<file path="src/rtl/wb_handoff_pkg.sv">
// package for the writeback pipe handoff block: register map, fields, types
// assumes a 32-bit axi4-lite register bus on a single clock
package wb_handoff_pkg;
    // ----------------------------------------
    // register offsets (byte addresses)
    // ----------------------------------------
    localparam logic [7:0] writeback_attr_reg_off  = 8'h00;
    localparam logic [7:0] video_pipe_attr_reg_off = 8'h04;
    localparam logic [7:0] irq_status_off          = 8'h08;
    localparam logic [7:0] irq_mask_off            = 8'h0c;
    localparam logic [7:0] frame_status_off        = 8'h10;
    // ----------------------------------------
    // field positions
    // ----------------------------------------
    localparam int wb_enable_bit          = 0;
    localparam int wb_mem_to_mem_select   = 19;
    localparam int pipe_enable_bit        = 0;
    localparam int pipe_to_panel_bit      = 1;
    localparam int irq_sync_lost_bit      = 0;
    localparam int irq_m2m_done_bit       = 1;
    localparam int irq_frame_start_bit    = 2;
    // ----------------------------------------
    // reset values and counts
    // ----------------------------------------
    localparam logic [31:0] attr_reset   = 32'h0000_0000;
    localparam logic [2:0]  mask_reset   = 3'h0;
    localparam int          irq_width    = 3;
    localparam logic [15:0] m2m_frame_cycles = 16'h0040;
    localparam logic [15:0] panel_frame_cycles = 16'h0100;
    // ----------------------------------------
    // types
    // ----------------------------------------
    typedef enum logic [1:0] {
        pipe_idle    = 2'b00,
        pipe_m2m     = 2'b01,
        pipe_wait_fs = 2'b10,
        pipe_panel   = 2'b11
    } pipe_state_t;

    typedef struct packed {
        logic valid;
        logic corrupt;
        logic frame_start;
    } pixel_flags_t;
endpackage

</file>
<file path="src/rtl/wb_pipe_handoff.sv">
// writeback pipe handoff: axi4-lite registers, mem-to-mem job, panel handoff
// assumes one clock; pixel side is modelled by flag outputs per frame
// Summary of operation
// setting the mem-to-mem select bit of the writeback attribute register puts writeback in mem-to-mem mode.
// at the end of a mem-to-mem job the hardware clears the writeback enable bit by itself.
// the enable bit of the feeding pipe stays set after a mem-to-mem job; hardware never clears it.
// a pipe still enabled from mem-to-mem use and turned to the panel is not aligned to a frame start.
// such an unaligned reconnection raises sync-lost and gives exactly one corrupted frame.
// software first clears the pipe enable after hardware has cleared the writeback enable.
// software then sets the writeback enable and clears it again.
// software turns the pipe to the panel and reprograms it while the pipe is disabled.
// software finally sets the pipe enable again.
// a pipe enabled toward the panel from disabled starts at the next frame start, without sync-lost.
//
// Implementation choices: the AXI4-Lite register port and the address map.
`timescale 1ns/100ps
`default_nettype none
module wb_pipe_handoff #(
    parameter logic [15:0] m2m_cycles   = wb_handoff_pkg::m2m_frame_cycles,
    parameter logic [15:0] frame_cycles = wb_handoff_pkg::panel_frame_cycles
) (
    input  wire logic        clk_in,
    input  wire logic        reset_in,
    input  wire logic [7:0]  s_axi_awaddr_in,
    input  wire logic        s_axi_awvalid_in,
    output logic             s_axi_awready_out,
    input  wire logic [31:0] s_axi_wdata_in,
    input  wire logic [3:0]  s_axi_wstrb_in,
    input  wire logic        s_axi_wvalid_in,
    output logic             s_axi_wready_out,
    output logic [1:0]       s_axi_bresp_out,
    output logic             s_axi_bvalid_out,
    input  wire logic        s_axi_bready_in,
    input  wire logic [7:0]  s_axi_araddr_in,
    input  wire logic        s_axi_arvalid_in,
    output logic             s_axi_arready_out,
    output logic [31:0]      s_axi_rdata_out,
    output logic [1:0]       s_axi_rresp_out,
    output logic             s_axi_rvalid_out,
    input  wire logic        s_axi_rready_in,
    output wb_handoff_pkg::pixel_flags_t panel_flags_out,
    output logic             m2m_busy_out,
    output logic             irq_out
);
    // ----------------------------------------
    // state
    // ----------------------------------------
    logic                        wb_enable;
    logic                        m2m_select;
    logic                        pipe_enable;
    logic                        pipe_to_panel;
    logic [2:0]                  irq_status;
    logic [2:0]                  irq_mask;
    logic [15:0]                 m2m_count;
    logic                        corrupt_pending;
    wb_handoff_pkg::pipe_state_t state;
    wb_handoff_pkg::pipe_state_t next_state;

    logic [7:0]  aw_addr;
    logic [31:0] w_data;
    logic [3:0]  w_strb;
    logic        aw_held;
    logic        w_held;

    // ----------------------------------------
    // bus decode
    // ----------------------------------------
    wire        aw_take  = s_axi_awvalid_in & s_axi_awready_out;
    wire        w_take   = s_axi_wvalid_in & s_axi_wready_out;
    wire        do_write = aw_held & w_held & ~s_axi_bvalid_out;
    wire        ar_take  = s_axi_arvalid_in & s_axi_arready_out;
    wire        wr_wb    = do_write & (aw_addr == wb_handoff_pkg::writeback_attr_reg_off);
    wire        wr_pipe  = do_write & (aw_addr == wb_handoff_pkg::video_pipe_attr_reg_off);
    wire        wr_mask  = do_write & (aw_addr == wb_handoff_pkg::irq_mask_off);
    wire        wr_hit   = wr_wb | wr_pipe | wr_mask;
    wire        rd_stat  = ar_take & (s_axi_araddr_in == wb_handoff_pkg::irq_status_off);
    wire        wb_wr_b0 = wr_wb & w_strb[0];
    wire        wb_wr_b2 = wr_wb & w_strb[2];
    wire        pipe_wr  = wr_pipe & w_strb[0];
    wire        next_wb_en   = wb_wr_b0 ? w_data[wb_handoff_pkg::wb_enable_bit] : wb_enable;
    wire        next_m2m_sel = wb_wr_b2 ? w_data[wb_handoff_pkg::wb_mem_to_mem_select] : m2m_select;

    logic [31:0] rd_data;
    logic        rd_hit;
    always_comb begin
        rd_hit  = 1'b1;
        rd_data = 32'h0000_0000;
        case (s_axi_araddr_in)
            wb_handoff_pkg::writeback_attr_reg_off: begin
                rd_data[wb_handoff_pkg::wb_enable_bit]        = wb_enable;
                rd_data[wb_handoff_pkg::wb_mem_to_mem_select] = m2m_select;
            end
            wb_handoff_pkg::video_pipe_attr_reg_off: begin
                rd_data[wb_handoff_pkg::pipe_enable_bit]   = pipe_enable;
                rd_data[wb_handoff_pkg::pipe_to_panel_bit] = pipe_to_panel;
            end
            wb_handoff_pkg::irq_status_off: rd_data[2:0] = irq_status;
            wb_handoff_pkg::irq_mask_off:   rd_data[2:0] = irq_mask;
            wb_handoff_pkg::frame_status_off: rd_data[1:0] = state;
            default: rd_hit = 1'b0;
        endcase
    end

    // ----------------------------------------
    // frame timing and events
    // ----------------------------------------
    logic frame_tick;
    frame_timer #(
        .period (frame_cycles)
    ) u_frame_timer (
        .clk_in   (clk_in),
        .reset_in (reset_in),
        .run_in   (1'b1),
        .tick_out (frame_tick)
    );

    wire m2m_active = wb_enable & m2m_select & pipe_enable & ~pipe_to_panel;
    wire m2m_done   = m2m_active & (m2m_count == m2m_cycles - 16'h0001);
    // pipe still enabled and redirected on the fly, no frame alignment
    wire hot_switch = pipe_wr & pipe_enable & ~pipe_to_panel
                      & w_data[wb_handoff_pkg::pipe_enable_bit]
                      & w_data[wb_handoff_pkg::pipe_to_panel_bit];
    // pipe enabled toward the panel from disabled
    wire cold_start = pipe_wr & ~pipe_enable
                      & w_data[wb_handoff_pkg::pipe_enable_bit]
                      & w_data[wb_handoff_pkg::pipe_to_panel_bit];
    wire [2:0] irq_events = {frame_tick & (state == wb_handoff_pkg::pipe_panel), m2m_done, hot_switch};

    always_comb begin
        next_state = state;
        case (state)
            wb_handoff_pkg::pipe_idle:    next_state = cold_start ? wb_handoff_pkg::pipe_wait_fs : state;
            wb_handoff_pkg::pipe_m2m:     next_state = hot_switch ? wb_handoff_pkg::pipe_panel : state;
            wb_handoff_pkg::pipe_wait_fs: next_state = frame_tick ? wb_handoff_pkg::pipe_panel : state;
            wb_handoff_pkg::pipe_panel:   next_state = state;
            default:                      next_state = wb_handoff_pkg::pipe_idle;
        endcase
        if (pipe_wr && !w_data[wb_handoff_pkg::pipe_enable_bit])
            next_state = wb_handoff_pkg::pipe_idle;
        else if (state == wb_handoff_pkg::pipe_idle && pipe_wr && w_data[wb_handoff_pkg::pipe_enable_bit]
                 && !w_data[wb_handoff_pkg::pipe_to_panel_bit])
            next_state = wb_handoff_pkg::pipe_m2m;
    end

    // ----------------------------------------
    // registers
    // ----------------------------------------
    always_ff @(posedge clk_in or posedge reset_in) begin
        if (reset_in) begin
            wb_enable       <= 1'b0;
            m2m_select      <= 1'b0;
            pipe_enable     <= 1'b0;
            pipe_to_panel   <= 1'b0;
            irq_mask        <= wb_handoff_pkg::mask_reset;
            irq_status      <= 3'h0;
            m2m_count       <= 16'h0000;
            corrupt_pending <= 1'b0;
            state           <= wb_handoff_pkg::pipe_idle;
        end else begin
            wb_enable  <= m2m_done ? 1'b0 : next_wb_en;
            m2m_select <= next_m2m_sel;
            if (pipe_wr) begin
                pipe_enable   <= w_data[wb_handoff_pkg::pipe_enable_bit];
                pipe_to_panel <= w_data[wb_handoff_pkg::pipe_to_panel_bit];
            end
            if (wr_mask && w_strb[0])
                irq_mask <= w_data[2:0];
            irq_status <= (rd_stat ? 3'h0 : irq_status) | irq_events;
            m2m_count  <= (m2m_active && !m2m_done) ? m2m_count + 16'h0001 : 16'h0000;
            if (hot_switch)
                corrupt_pending <= 1'b1;
            else if (frame_tick)
                corrupt_pending <= 1'b0;
            state <= next_state;
        end
    end

    // ----------------------------------------
    // bus handshakes and outputs
    // ----------------------------------------
    always_ff @(posedge clk_in or posedge reset_in) begin
        if (reset_in) begin
            aw_held           <= 1'b0;
            w_held            <= 1'b0;
            aw_addr           <= 8'h00;
            w_data            <= 32'h0000_0000;
            w_strb            <= 4'h0;
            s_axi_awready_out <= 1'b0;
            s_axi_wready_out  <= 1'b0;
            s_axi_bvalid_out  <= 1'b0;
            s_axi_bresp_out   <= 2'h0;
            s_axi_arready_out <= 1'b0;
            s_axi_rvalid_out  <= 1'b0;
            s_axi_rdata_out   <= 32'h0000_0000;
            s_axi_rresp_out   <= 2'h0;
            panel_flags_out   <= '0;
            m2m_busy_out      <= 1'b0;
            irq_out           <= 1'b0;
        end else begin
            if (aw_take) begin
                aw_held <= 1'b1;
                aw_addr <= s_axi_awaddr_in;
            end else if (do_write) begin
                aw_held <= 1'b0;
            end
            if (w_take) begin
                w_held <= 1'b1;
                w_data <= s_axi_wdata_in;
                w_strb <= s_axi_wstrb_in;
            end else if (do_write) begin
                w_held <= 1'b0;
            end
            s_axi_awready_out <= ~aw_held & ~aw_take & ~s_axi_bvalid_out;
            s_axi_wready_out  <= ~w_held & ~w_take & ~s_axi_bvalid_out;
            if (do_write) begin
                s_axi_bvalid_out <= 1'b1;
                s_axi_bresp_out  <= wr_hit ? 2'h0 : 2'h2;
            end else if (s_axi_bready_in) begin
                s_axi_bvalid_out <= 1'b0;
            end
            s_axi_arready_out <= ~s_axi_rvalid_out & ~ar_take;
            if (ar_take) begin
                s_axi_rvalid_out <= 1'b1;
                s_axi_rdata_out  <= rd_data;
                s_axi_rresp_out  <= rd_hit ? 2'h0 : 2'h2;
            end else if (s_axi_rready_in) begin
                s_axi_rvalid_out <= 1'b0;
            end
            panel_flags_out.valid       <= (state == wb_handoff_pkg::pipe_panel);
            panel_flags_out.corrupt     <= corrupt_pending | hot_switch;
            panel_flags_out.frame_start <= frame_tick;
            m2m_busy_out                <= m2m_active;
            irq_out                     <= |(irq_status & irq_mask);
        end
    end
endmodule
`default_nettype wire

</file>
<file path="src/rtl/frame_timer.sv">
// free-running frame timer giving a one-cycle frame start pulse
// assumes the period is a count of clk_in cycles
`timescale 1ns/100ps
`default_nettype none
module frame_timer #(
    parameter logic [15:0] period = 16'h0100
) (
    input  wire logic clk_in,
    input  wire logic reset_in,
    input  wire logic run_in,
    output logic      tick_out
);
    logic [15:0] count;
    wire         wrap = (count == period - 16'h0001);

    always_ff @(posedge clk_in or posedge reset_in) begin
        if (reset_in) begin
            count    <= 16'h0000;
            tick_out <= 1'b0;
        end else begin
            tick_out <= run_in & wrap;
            count    <= (!run_in || wrap) ? 16'h0000 : count + 16'h0001;
        end
    end
endmodule
`default_nettype wire

</file>
<file path="config.mk">
export PLATFORM = sky130hd
export DESIGN_NAME = wb_pipe_handoff
export DESIGN_NICKNAME = d
export VERILOG_FILES = /design/src/rtl/wb_handoff_pkg.sv /design/src/rtl/wb_pipe_handoff.sv /design/src/rtl/frame_timer.sv
export SDC_FILE = /design/constraint.sdc
export NUM_CORES = 1
export LEC_CHECK = 0
export BUFFER_PORTS_ARGS = -buffer_cell sky130_fd_sc_hd__buf_4
export CAP_MARGIN = 10
export CELL_PAD_IN_SITES_DETAIL_PLACEMENT = 0
export CELL_PAD_IN_SITES_GLOBAL_PLACEMENT = 1
export CORE_UTILIZATION = 41
export CTS_BUF_LIST = sky130_fd_sc_hd__clkbuf_4 sky130_fd_sc_hd__clkbuf_8
export CTS_CLUSTER_SIZE = 8
export DETAILED_ROUTE_END_ITERATION = 10
export PLACE_DENSITY = 0.84
export SLEW_MARGIN = 20
export SYNTH_ARGS = -nofsm -noshare
export SYNTH_HDL_FRONTEND = slang
export SYNTH_SLANG_ARGS = --single-unit
</file>
<file path="constraint.sdc">
create_clock -name clk_in -period 2.6 [get_ports clk_in]
set_input_delay 0.13 -clock clk_in [delete_from_list [all_inputs] [get_ports clk_in]]
set_output_delay 0.13 -clock clk_in [all_outputs]
set_load 0.005 [all_outputs]
</file>
Word level (Yosys, flattened, before mapping) --
Cells that the tools add are included.
Word-level totals: bits in registers 97, logic and storage cells 137, input bits 59
Cells by class: add/subtract/negate cells 2, reduce and logical (&&, ||, !) cells 21, eq/ne operators 15, bitwise operators 43, muxes and demuxes 27
Operators with widths (count):
- 16-bit by 1-bit adder with 16-bit output (second input constant) | 2
- 16-bit 2-to-1 mux | 2
- 1-bit bitwise AND | 29
- 8-bit by 4-bit == test with 1-bit output (second input constant) | 3
- 16-bit by 6-bit == test with 1-bit output (second input constant) | 1
- 16-bit by 8-bit == test with 1-bit output (second input constant) | 1
- 8-bit by 3-bit == test with 1-bit output (second input constant) | 2
- 8-bit logical NOT | 2
- 2-bit 2-to-1 mux | 7
- 1-bit 2-to-1 mux | 13
- 2-bit nonzero test | 6
- 1-bit inverter | 9
- 8-bit by 5-bit == test with 1-bit output (second input constant) | 1
- 4-bit by 3-bit != test with 1-bit output (second input constant) | 2
- 1-bit logical AND | 6
- 2-bit one-hot mux with 3 select lines | 1
- 1-bit one-hot mux with 5 select lines | 1
- 5-bit OR reduction | 1
- 2-bit == test (second input constant) | 2
- 4-bit != test (second input constant) | 1
- 1-bit one-hot mux with 4 select lines | 1
- 4-bit AND reduction | 1
- 3-bit bitwise AND | 1
- 1-bit logical NOT | 3
- 8 further kinds | 10

Longest topological paths before layout --
Gate-level depths: netlist (run 1).
depth after elaboration 12, mapped depth 6

Cells and area by module --
From an unflattened synthesis (run 1), not the netlist that was laid out.
Second synthesis, totals: cells, all modules 361, area total of the unflattened synthesis 3834.9 um^2
By module, submodules not included:
- wb_pipe_handoff | cells an instance 276, area each 3017.9 um^2, instances 1, seq. area each 1526.5 um^2
- frame_timer | cells an instance 85, area each 817.0 um^2, instances 1, seq. area each 425.4 um^2

Least setup slack after synthesis (run 1) --
OpenSTA, ideal clock, no wires.
kind reg2reg, from register m2m_count[13], to register m2m_count[11], period minus slack after synthesis 1.566 ns, arrival 1.447 ns, slack 1.034 ns, setup time 0.119 ns, path buffers 1, stages on the path, launching flop included 6, cell sequence dfrtp_1 > or4_1 > nor3_2 > nand2b_4 > buf_8 > nor2_1
On the way: cells in the longest elaborated chain, start to end 5
Ends and longest elaborated chain:
- from (decl) | line wb_pipe_handoff.sv:54 | logic [15:0] m2m_count;
- from (signal assigned) | line wb_pipe_handoff.sv:169 | m2m_count <= (m2m_active && !m2m_done) ? m2m_count + 16'h0001 : 16'h0000;
- 16-bit by 6-bit == test with 1-bit output | line wb_pipe_handoff.sv:118 | wire m2m_done = m2m_active & (m2m_count == m2m_cycles - 16'h0001);
- 1-bit bitwise AND | line wb_pipe_handoff.sv:118
- 1-bit logical NOT | line wb_pipe_handoff.sv:169
- 1-bit logical AND | line wb_pipe_handoff.sv:169
- 16-bit 2-to-1 mux | line wb_pipe_handoff.sv:169
No other way between the ends. A chain may end at the register's enable or synchronous reset.

Final worst setup path (run 1) --
from register m2m_count[13], to register m2m_count[7]
The elaborated chain is that of the path after synthesis.

==> results.md, run 1 <==
* Most frequent cells in the layout: dfrtp_1 (78), buf_4 (45), nor2_1 (31)
* Largest family of logic cells by synthesized area: simple AND/OR/NAND/NOR gates
* Combinational power share at 18.1%
* Tot GR Track Use at 14.4%
* Initial Util at 42.4%
* Fin crit share at 66.5%
* Setup tns final at 0 ns
* Max Cap Violations at 0
* R2R setup slack at 0.87 ns
* Tot Pwr at 0.00306 W
* Clock buffer depth at 2
* Synth Area in Simple Gates at 16.5%
* Leak at 2.07 nW
* Hold Path Stages at 2
* Core Region at 8720 µm²
* Via-per-instance ratio at 4.87
* Clock Skew at 0.0103 ns
* Routed wire per std cell at 12.2 µm
* Die area at 9410 µm²
* Post-Layout Cell Count at 515
* Seq/Total Area, Yosys at 52.8%
* CTS tree: yes
* Initial antenna violation count at 0
* DR pass1 iterations at 4
* Worst R2R End: m2m_count[7]
* Slew HR at 59.7%
* Final hold vios at 0
* Yosys warns at 0
* Htree depth at 3
* Final nets at 467
* Post-Syn Instances at 341
* RSZ-0062 raised after global routing: false
* DR iter-0 viols at 64
* Path depth of the worst reg2reg path at 4
* Routed vias at 2507
* Count of cell types in the netlist at 46
* Syn Area/Cell at 10.8 µm²
* CP arrival at 1.96 ns
* Startpoint types: register
* Syn-to-layout area delta at 18.1%
* Worst Hold Class: in -> reg
* Area fraction in compound gates after synthesis at 6.33%
* Max FO, Critical Path at 15
* Int Power at 0.00224 W
* Worst setup path class: reg -> reg
* Setup WS pre-CTS at 0.880 ns
* Final setup fails at 0
* Pins over their slew limit at 0
* Worst r2r src: m2m_count[13]
* Global route overflow at 0
* Number of enable flip-flop cells after synthesis at 0
* Crit. End Element: register
* Worst setup margin at 0.871 ns
* # DRC at 0
* Highest Clock Rate at 578 MHz
* # diodes at 0
* Peak supply drop at 0.399 mV
* Antenna-violating nets left at 0
* Pwr/cell area at 700 nW/µm²
* Fill cells at 811
* Area share of xor/xnor cells in the synthesized design at 6.16%
* Net Sw Frac at 26.6%
* Psw at 0.000814 W
* Root Buffer: clkbuf_8
* Clock transition at the registers of the reported paths at 0.08 ns
* Slew @ Worst Pin at 0.604 ns
* Layout cells sized above 1 at 22.9%
* PostCTS Resize Cnt at 0
* # clock sinks at 78
* Post-DP HPWL at 4.59 mm
* GP Congestion at 0.743
* Adder-Cell Fraction of Synth Area at 2.03%
* Power share of the clock group at 31.0%
* Final hold slack at 0.0199 ns
* Most used DFF post-synth: dfrtp_1
* DIE WIDTH at 97.0 µm
* Asr flop ratio synth at 100%
* Crit path time final at 1.73 ns
* Mux share of post-synthesis cell area at 7.81%
* TritonCTS buffer count at 9
* Worst path required time at 2.83 ns
* Num rows at 34
* Number of buffers added on ports at 44
* Setup bufs post-CTS at 0
* Die Y at 97.0 µm
* IO Count at 105
* Seq cells post-synth at 78
* Status: finished clean
* Routed wire length at 6.31 mm
* Hold Buf Count CTS at 9
* Mapped Area at 3700 µm²
* Hold Path Origin: s_axi_wdata_in[19]
* Largest net degree at the start of global routing at 35
* Hold path endpoint: w_data[19]
* Vias in the first global route at 2431
* Leading cell type in the layout, fill and taps excluded: dfrtp_1
* Cells after DPL at 488
* First-pass GRT wire length at 11.1 mm
* Sequential Power Share at 50.9%
* Clk_lat worst skew at 0.34 ns
[metrics by stage]
stage                     cell area [µm²]  utilization, %
final                                4370            50.1
after global routing                 4370            50.1
after CTS                            4350            49.9
after detailed placement             4040            46.3
after global placement               4040            46.3
after floorplan                      3810               -
[critical path, stage by stage (launching register included)]
cell and delay, ns:
dfrtp_1 0.41, or4_1 0.55, nor3_2 0.28, nand2b_4 0.29
nor2_1 0.08
[layout make-up]
type | instances | area, µm² | share of cell area (%)
Tap cell | 108 | 135 | 3.09
Clock buffer | 12 | 165 | 3.78
Multi-Input combinational cell | 244 | 1550 | 35.5
Clock inverter | 4 | 53.8 | 1.23
Timing Repair Buffer | 57 | 468 | 10.7
Inverter | 12 | 45.0 | 1.03
Sequential cell | 78 | 1950 | 44.7
[sequential cells by signal, summed over array words and instances (netlist names), 2 cells and up]
signal	flops
m2m_count	16
u_frame_timer.count	16
aw_addr	8
s_axi_rdata_out	4
w_data	4
irq_mask	3
irq_status	3
panel_flags_out	3
state	2
w_strb	2
[cell usage after synthesis (4+ instances only)]
library cell | n | share of area, %
and3_1 | 7 | 1.2
inv_1 | 12 | 1.2
a21oi_1 | 6 | 0.81
clkbuf_1 | 4 | 0.41
o21ai_0 | 15 | 2.0
dfrtp_1 | 78 | 53
xor2_1 | 14 | 3.3
mux2_2 | 23 | 7.0
nand2_1 | 27 | 2.7
xnor2_1 | 12 | 2.8
nor3_1 | 6 | 0.81
buf_4 | 30 | 6.1
ha_1 | 6 | 2.0
nand3_1 | 19 | 2.6
nand3b_1 | 4 | 0.81
nor2_1 | 31 | 3.1
[worst max-delay path by stage]
stage	from	to	slack [ns]	cells past startpoint
floorplan	reset_in	aw_addr[0]	0.47	1
global placement	m2m_count[13]	m2m_count[8]	0.89	4
detailed placement	aw_addr[7]	irq_mask[1]	0.88	4
CTS	m2m_count[13]	m2m_count[2]	0.86	4
global route	m2m_count[13]	m2m_count[7]	0.78	4
finish	m2m_count[13]	m2m_count[7]	0.87	4
[cells by family (layout without fill, tap and decap cells)]
| group | after synthesis | in the layout |
|---|---|---|
| buffers and inverters | 48 | 85 |
| DFF | 78 | 78 |
| other | 1 | 30 |
| AOI/OAI and AO/OA | 38 | 38 |
| muxes | 26 | 26 |
| adders and majority gates | 6 | 6 |
| xor gates and xnor gates | 26 | 26 |
| and+or+nand+nor | 118 | 118 |
[power groups by stage]
stage / sequential [W] / combinational [W] / clock [W]
5_1_grt: 0.00159 / 0.000623 / 0.00103
4_1_cts: 0.00156 / 0.000558 / 0.000981
3_3_place_gp: 0.00158 / 0.000530 / 0
2_1_floorplan: 0.00154 / 0.000416 / 0
3_5_place_dp: 0.00159 / 0.000545 / 0
6_report: 0.00156 / 0.000555 / 0.000947
[routing by layer]
layer,GRT usage (%),up-vias,part of all wire [%]
li1,-,1224,-
met1,19.6,1204,47
met2,22.4,75,47
met3,4.05,4,5.5
met4,4.48,0,0.59
met5,0,-,0
No activity file was read; power rests on OpenSTA's default activity.
==> run 2, diff against run 1 <==
==> constraint.sdc (replaced) <==
create_clock -name clk_in -period 1.6 [get_ports clk_in]
set_input_delay 0.08 -clock clk_in [delete_from_list [all_inputs] [get_ports clk_in]]
set_output_delay 0.08 -clock clk_in [all_outputs]
set_load 0.005 [all_outputs]
==> run 2 against run 1 <==
Against the previous run: the run now ends with negative setup slack left; global-route usage up 0.93 points; worst setup slack got worse by 0.88 ns; critical path depth did not move; worst hold slack improved by 0.033 ns; core utilization grew 2.9 points; first-iteration DRC count decreased by 13%; via count grew 3.4%; sequential power is 63% higher; clock skew down 0.0011 ns; clock power is 46% higher; cell count increased by 5.2%; combinational power up 84%; largest cell class unchanged.
==> results.md, run 2 (synthesis results as in run 1) <==
* Routed wire length at 6.80 mm
* Status: finished with violations
* Hold Path Origin: s_axi_araddr_in[3]
* IO Count at 105
* CTS tree: yes
* Die Y at 97.0 µm
* Most frequent cells in the layout: dfrtp_1 (78), buf_4 (62), nor2_1 (30), conb_1 (30), nand2_1 (26)
* Pwr/cell area at 1070 nW/µm²
* Worst setup margin at -0.0104 ns
* Post-DP HPWL at 4.63 mm
* Worst r2r src: aw_addr[6]
* Clock Skew at 0.00920 ns
* Crit-path leading delay family: simple AND/OR/NAND/NOR gates
* Initial antenna violation count at 0
* Routed wire per std cell at 12.6 µm
* Post-route design area at 4620 µm²
* WP depth at 4
* TritonCTS buffer count at 9
* Register Area at 1950 µm²
* Crit. End Element: register
* Highest Clock Rate at 621 MHz
* # DRC at 0
* Power share of the clock group at 27.9%
* Clock buffer depth at 2
* Crit path cell chain: nor4_4 > and3_1 > nand4_1 > mux2_4
* CP arrival at 1.84 ns
* Hold Path Stages at 2
* Final setup fails at 1
* Peak supply drop at 0.640 mV
* Routed vias at 2591
* Footprint of the multi-input gates at 1610 µm²
* Pins over their slew limit at 0
* Leak at 2.19 nW
* Die area at 9410 µm²
* DR pass1 iterations at 4
* First-pass GRT wire length at 11.8 mm
* Failing checks: negative setup slack
* Global route overflow at 0
* Worst Hold Class: in -> reg
* # clock sinks at 78
* Root Buffer: clkbuf_8
* Layout cells sized above 1 at 27.2%
* Core Region at 8720 µm²
* Via-per-instance ratio at 4.78
* Vias in the first global route at 2563
* Tot GR Track Use at 15.4%
* Sequential Power Share at 51.5%
* Setup tns final at -0.0104 ns
* # diodes at 0
* Net Sw Frac at 28.4%
* Int Power at 0.00353 W
* Final hold vios at 0
* Biggest regs: m2m_count (16), u_frame_timer.count (16), aw_addr (8)
* Psw at 0.00140 W
* RSZ-0062 raised after global routing: true
* Num rows at 34
* Path depth of the worst reg2reg path at 4
* DIE WIDTH at 97.0 µm
* Leading cell type in the layout, fill and taps excluded: dfrtp_1
* Syn-to-layout area delta at 25.0%
* Fin crit share at 101%
* Clock transition at the registers of the reported paths at 0.08 ns
* Post-DP Area at 4150 µm²
* WP buf/inv at 0
* Max FO, Critical Path at 3
* Antenna-violating nets left at 0
* Worst path max stage delay at 0.42 ns
* Clk_lat worst skew at 0.34 ns
* CP Launch Point: aw_addr[6]
* Worst path required time at 1.83 ns
* Startpoint types: register
* Htree depth at 3
* GP Congestion at 0.756
* Fill cells at 793
* Largest net degree at the start of global routing at 79
* Final nets at 494
* Initial Util at 42.4%
* Combinational power share at 20.6%
* Number of buffers added on ports at 44
* DR iter-0 viols at 56
* Max Cap Violations at 0
* Worst setup path class: reg -> reg
* Final hold slack at 0.0531 ns
* Worst path slowest cell: dfrtp_1
* Crit path time final at 1.61 ns
run 2: layout make-up:
type,count,area share (%)
Inverter,12,1.06
Tap cell,108,2.92
Clock inverter,4,0.650
Sequential cell,78,42.2
Multi-Input combinational cell,245,34.9
Clock buffer,12,3.44
Timing Repair Buffer,83,14.9
run 2: worst paths after layout:
check | end | slack [ns]
hold / removal | s_axi_rdata_out[2] | 0.05
max in group asynchronous | m2m_count[8] | 0.85
setup reg to reg | irq_mask[2] | -0.01
hold reg to reg | s_axi_awready_out | 0.45
min in group asynchronous | w_held | 0.40
setup / recovery | irq_mask[2] | -0.01
run 2: through the flow:
stage,worst slack (ns),instances,utilization [%],power [W]
finish,-0.0104,542,53.0,0.00494
global route,-0.0637,542,53.0,0.00524
CTS,-0.00436,538,52.2,0.00496
detailed placement,-0.0245,502,47.6,0.00350
global placement,0.00550,502,47.6,0.00346
floorplan,0.0344,370,-,0.00317
run 2: timing repair:
action / in CTS / in global routing
hold endpoints to repair: 96 / 0
cloned: 1 / 0
pin swaps: 1 / 3
buffers inserted: 0 / 4
hold buffers: 19 / 0
resized for setup: 2 / 12
setup endpoints to repair: 11 / 28
run 2: worst reg2reg max path: stages (launching register included):
cell,delay [ns]
dfrtp_1,0.42
nor4_4,0.31
and3_1,0.21
nand4_1,0.20
mux2_4,0.36
run 2: metal layers:
metal	GRT usage (%)	vias up	share of wire, %
met2	24.3	63	47
li1	-	1286	-
met5	0	-	0
met1	20.3	1236	47
met4	4.71	0	0.98
met3	4.55	6	4.3
run 2: power groups by stage:
stage	registers, W	clock network [W]	logic (W)
6_report	0.00254	0.00138	0.00102
5_1_grt	0.00260	0.00151	0.00114
2_1_floorplan	0.00249	0	0.000677
3_3_place_gp	0.00254	0	0.000916
3_5_place_dp	0.00256	0	0.000943
4_1_cts	0.00254	0.00143	0.000987
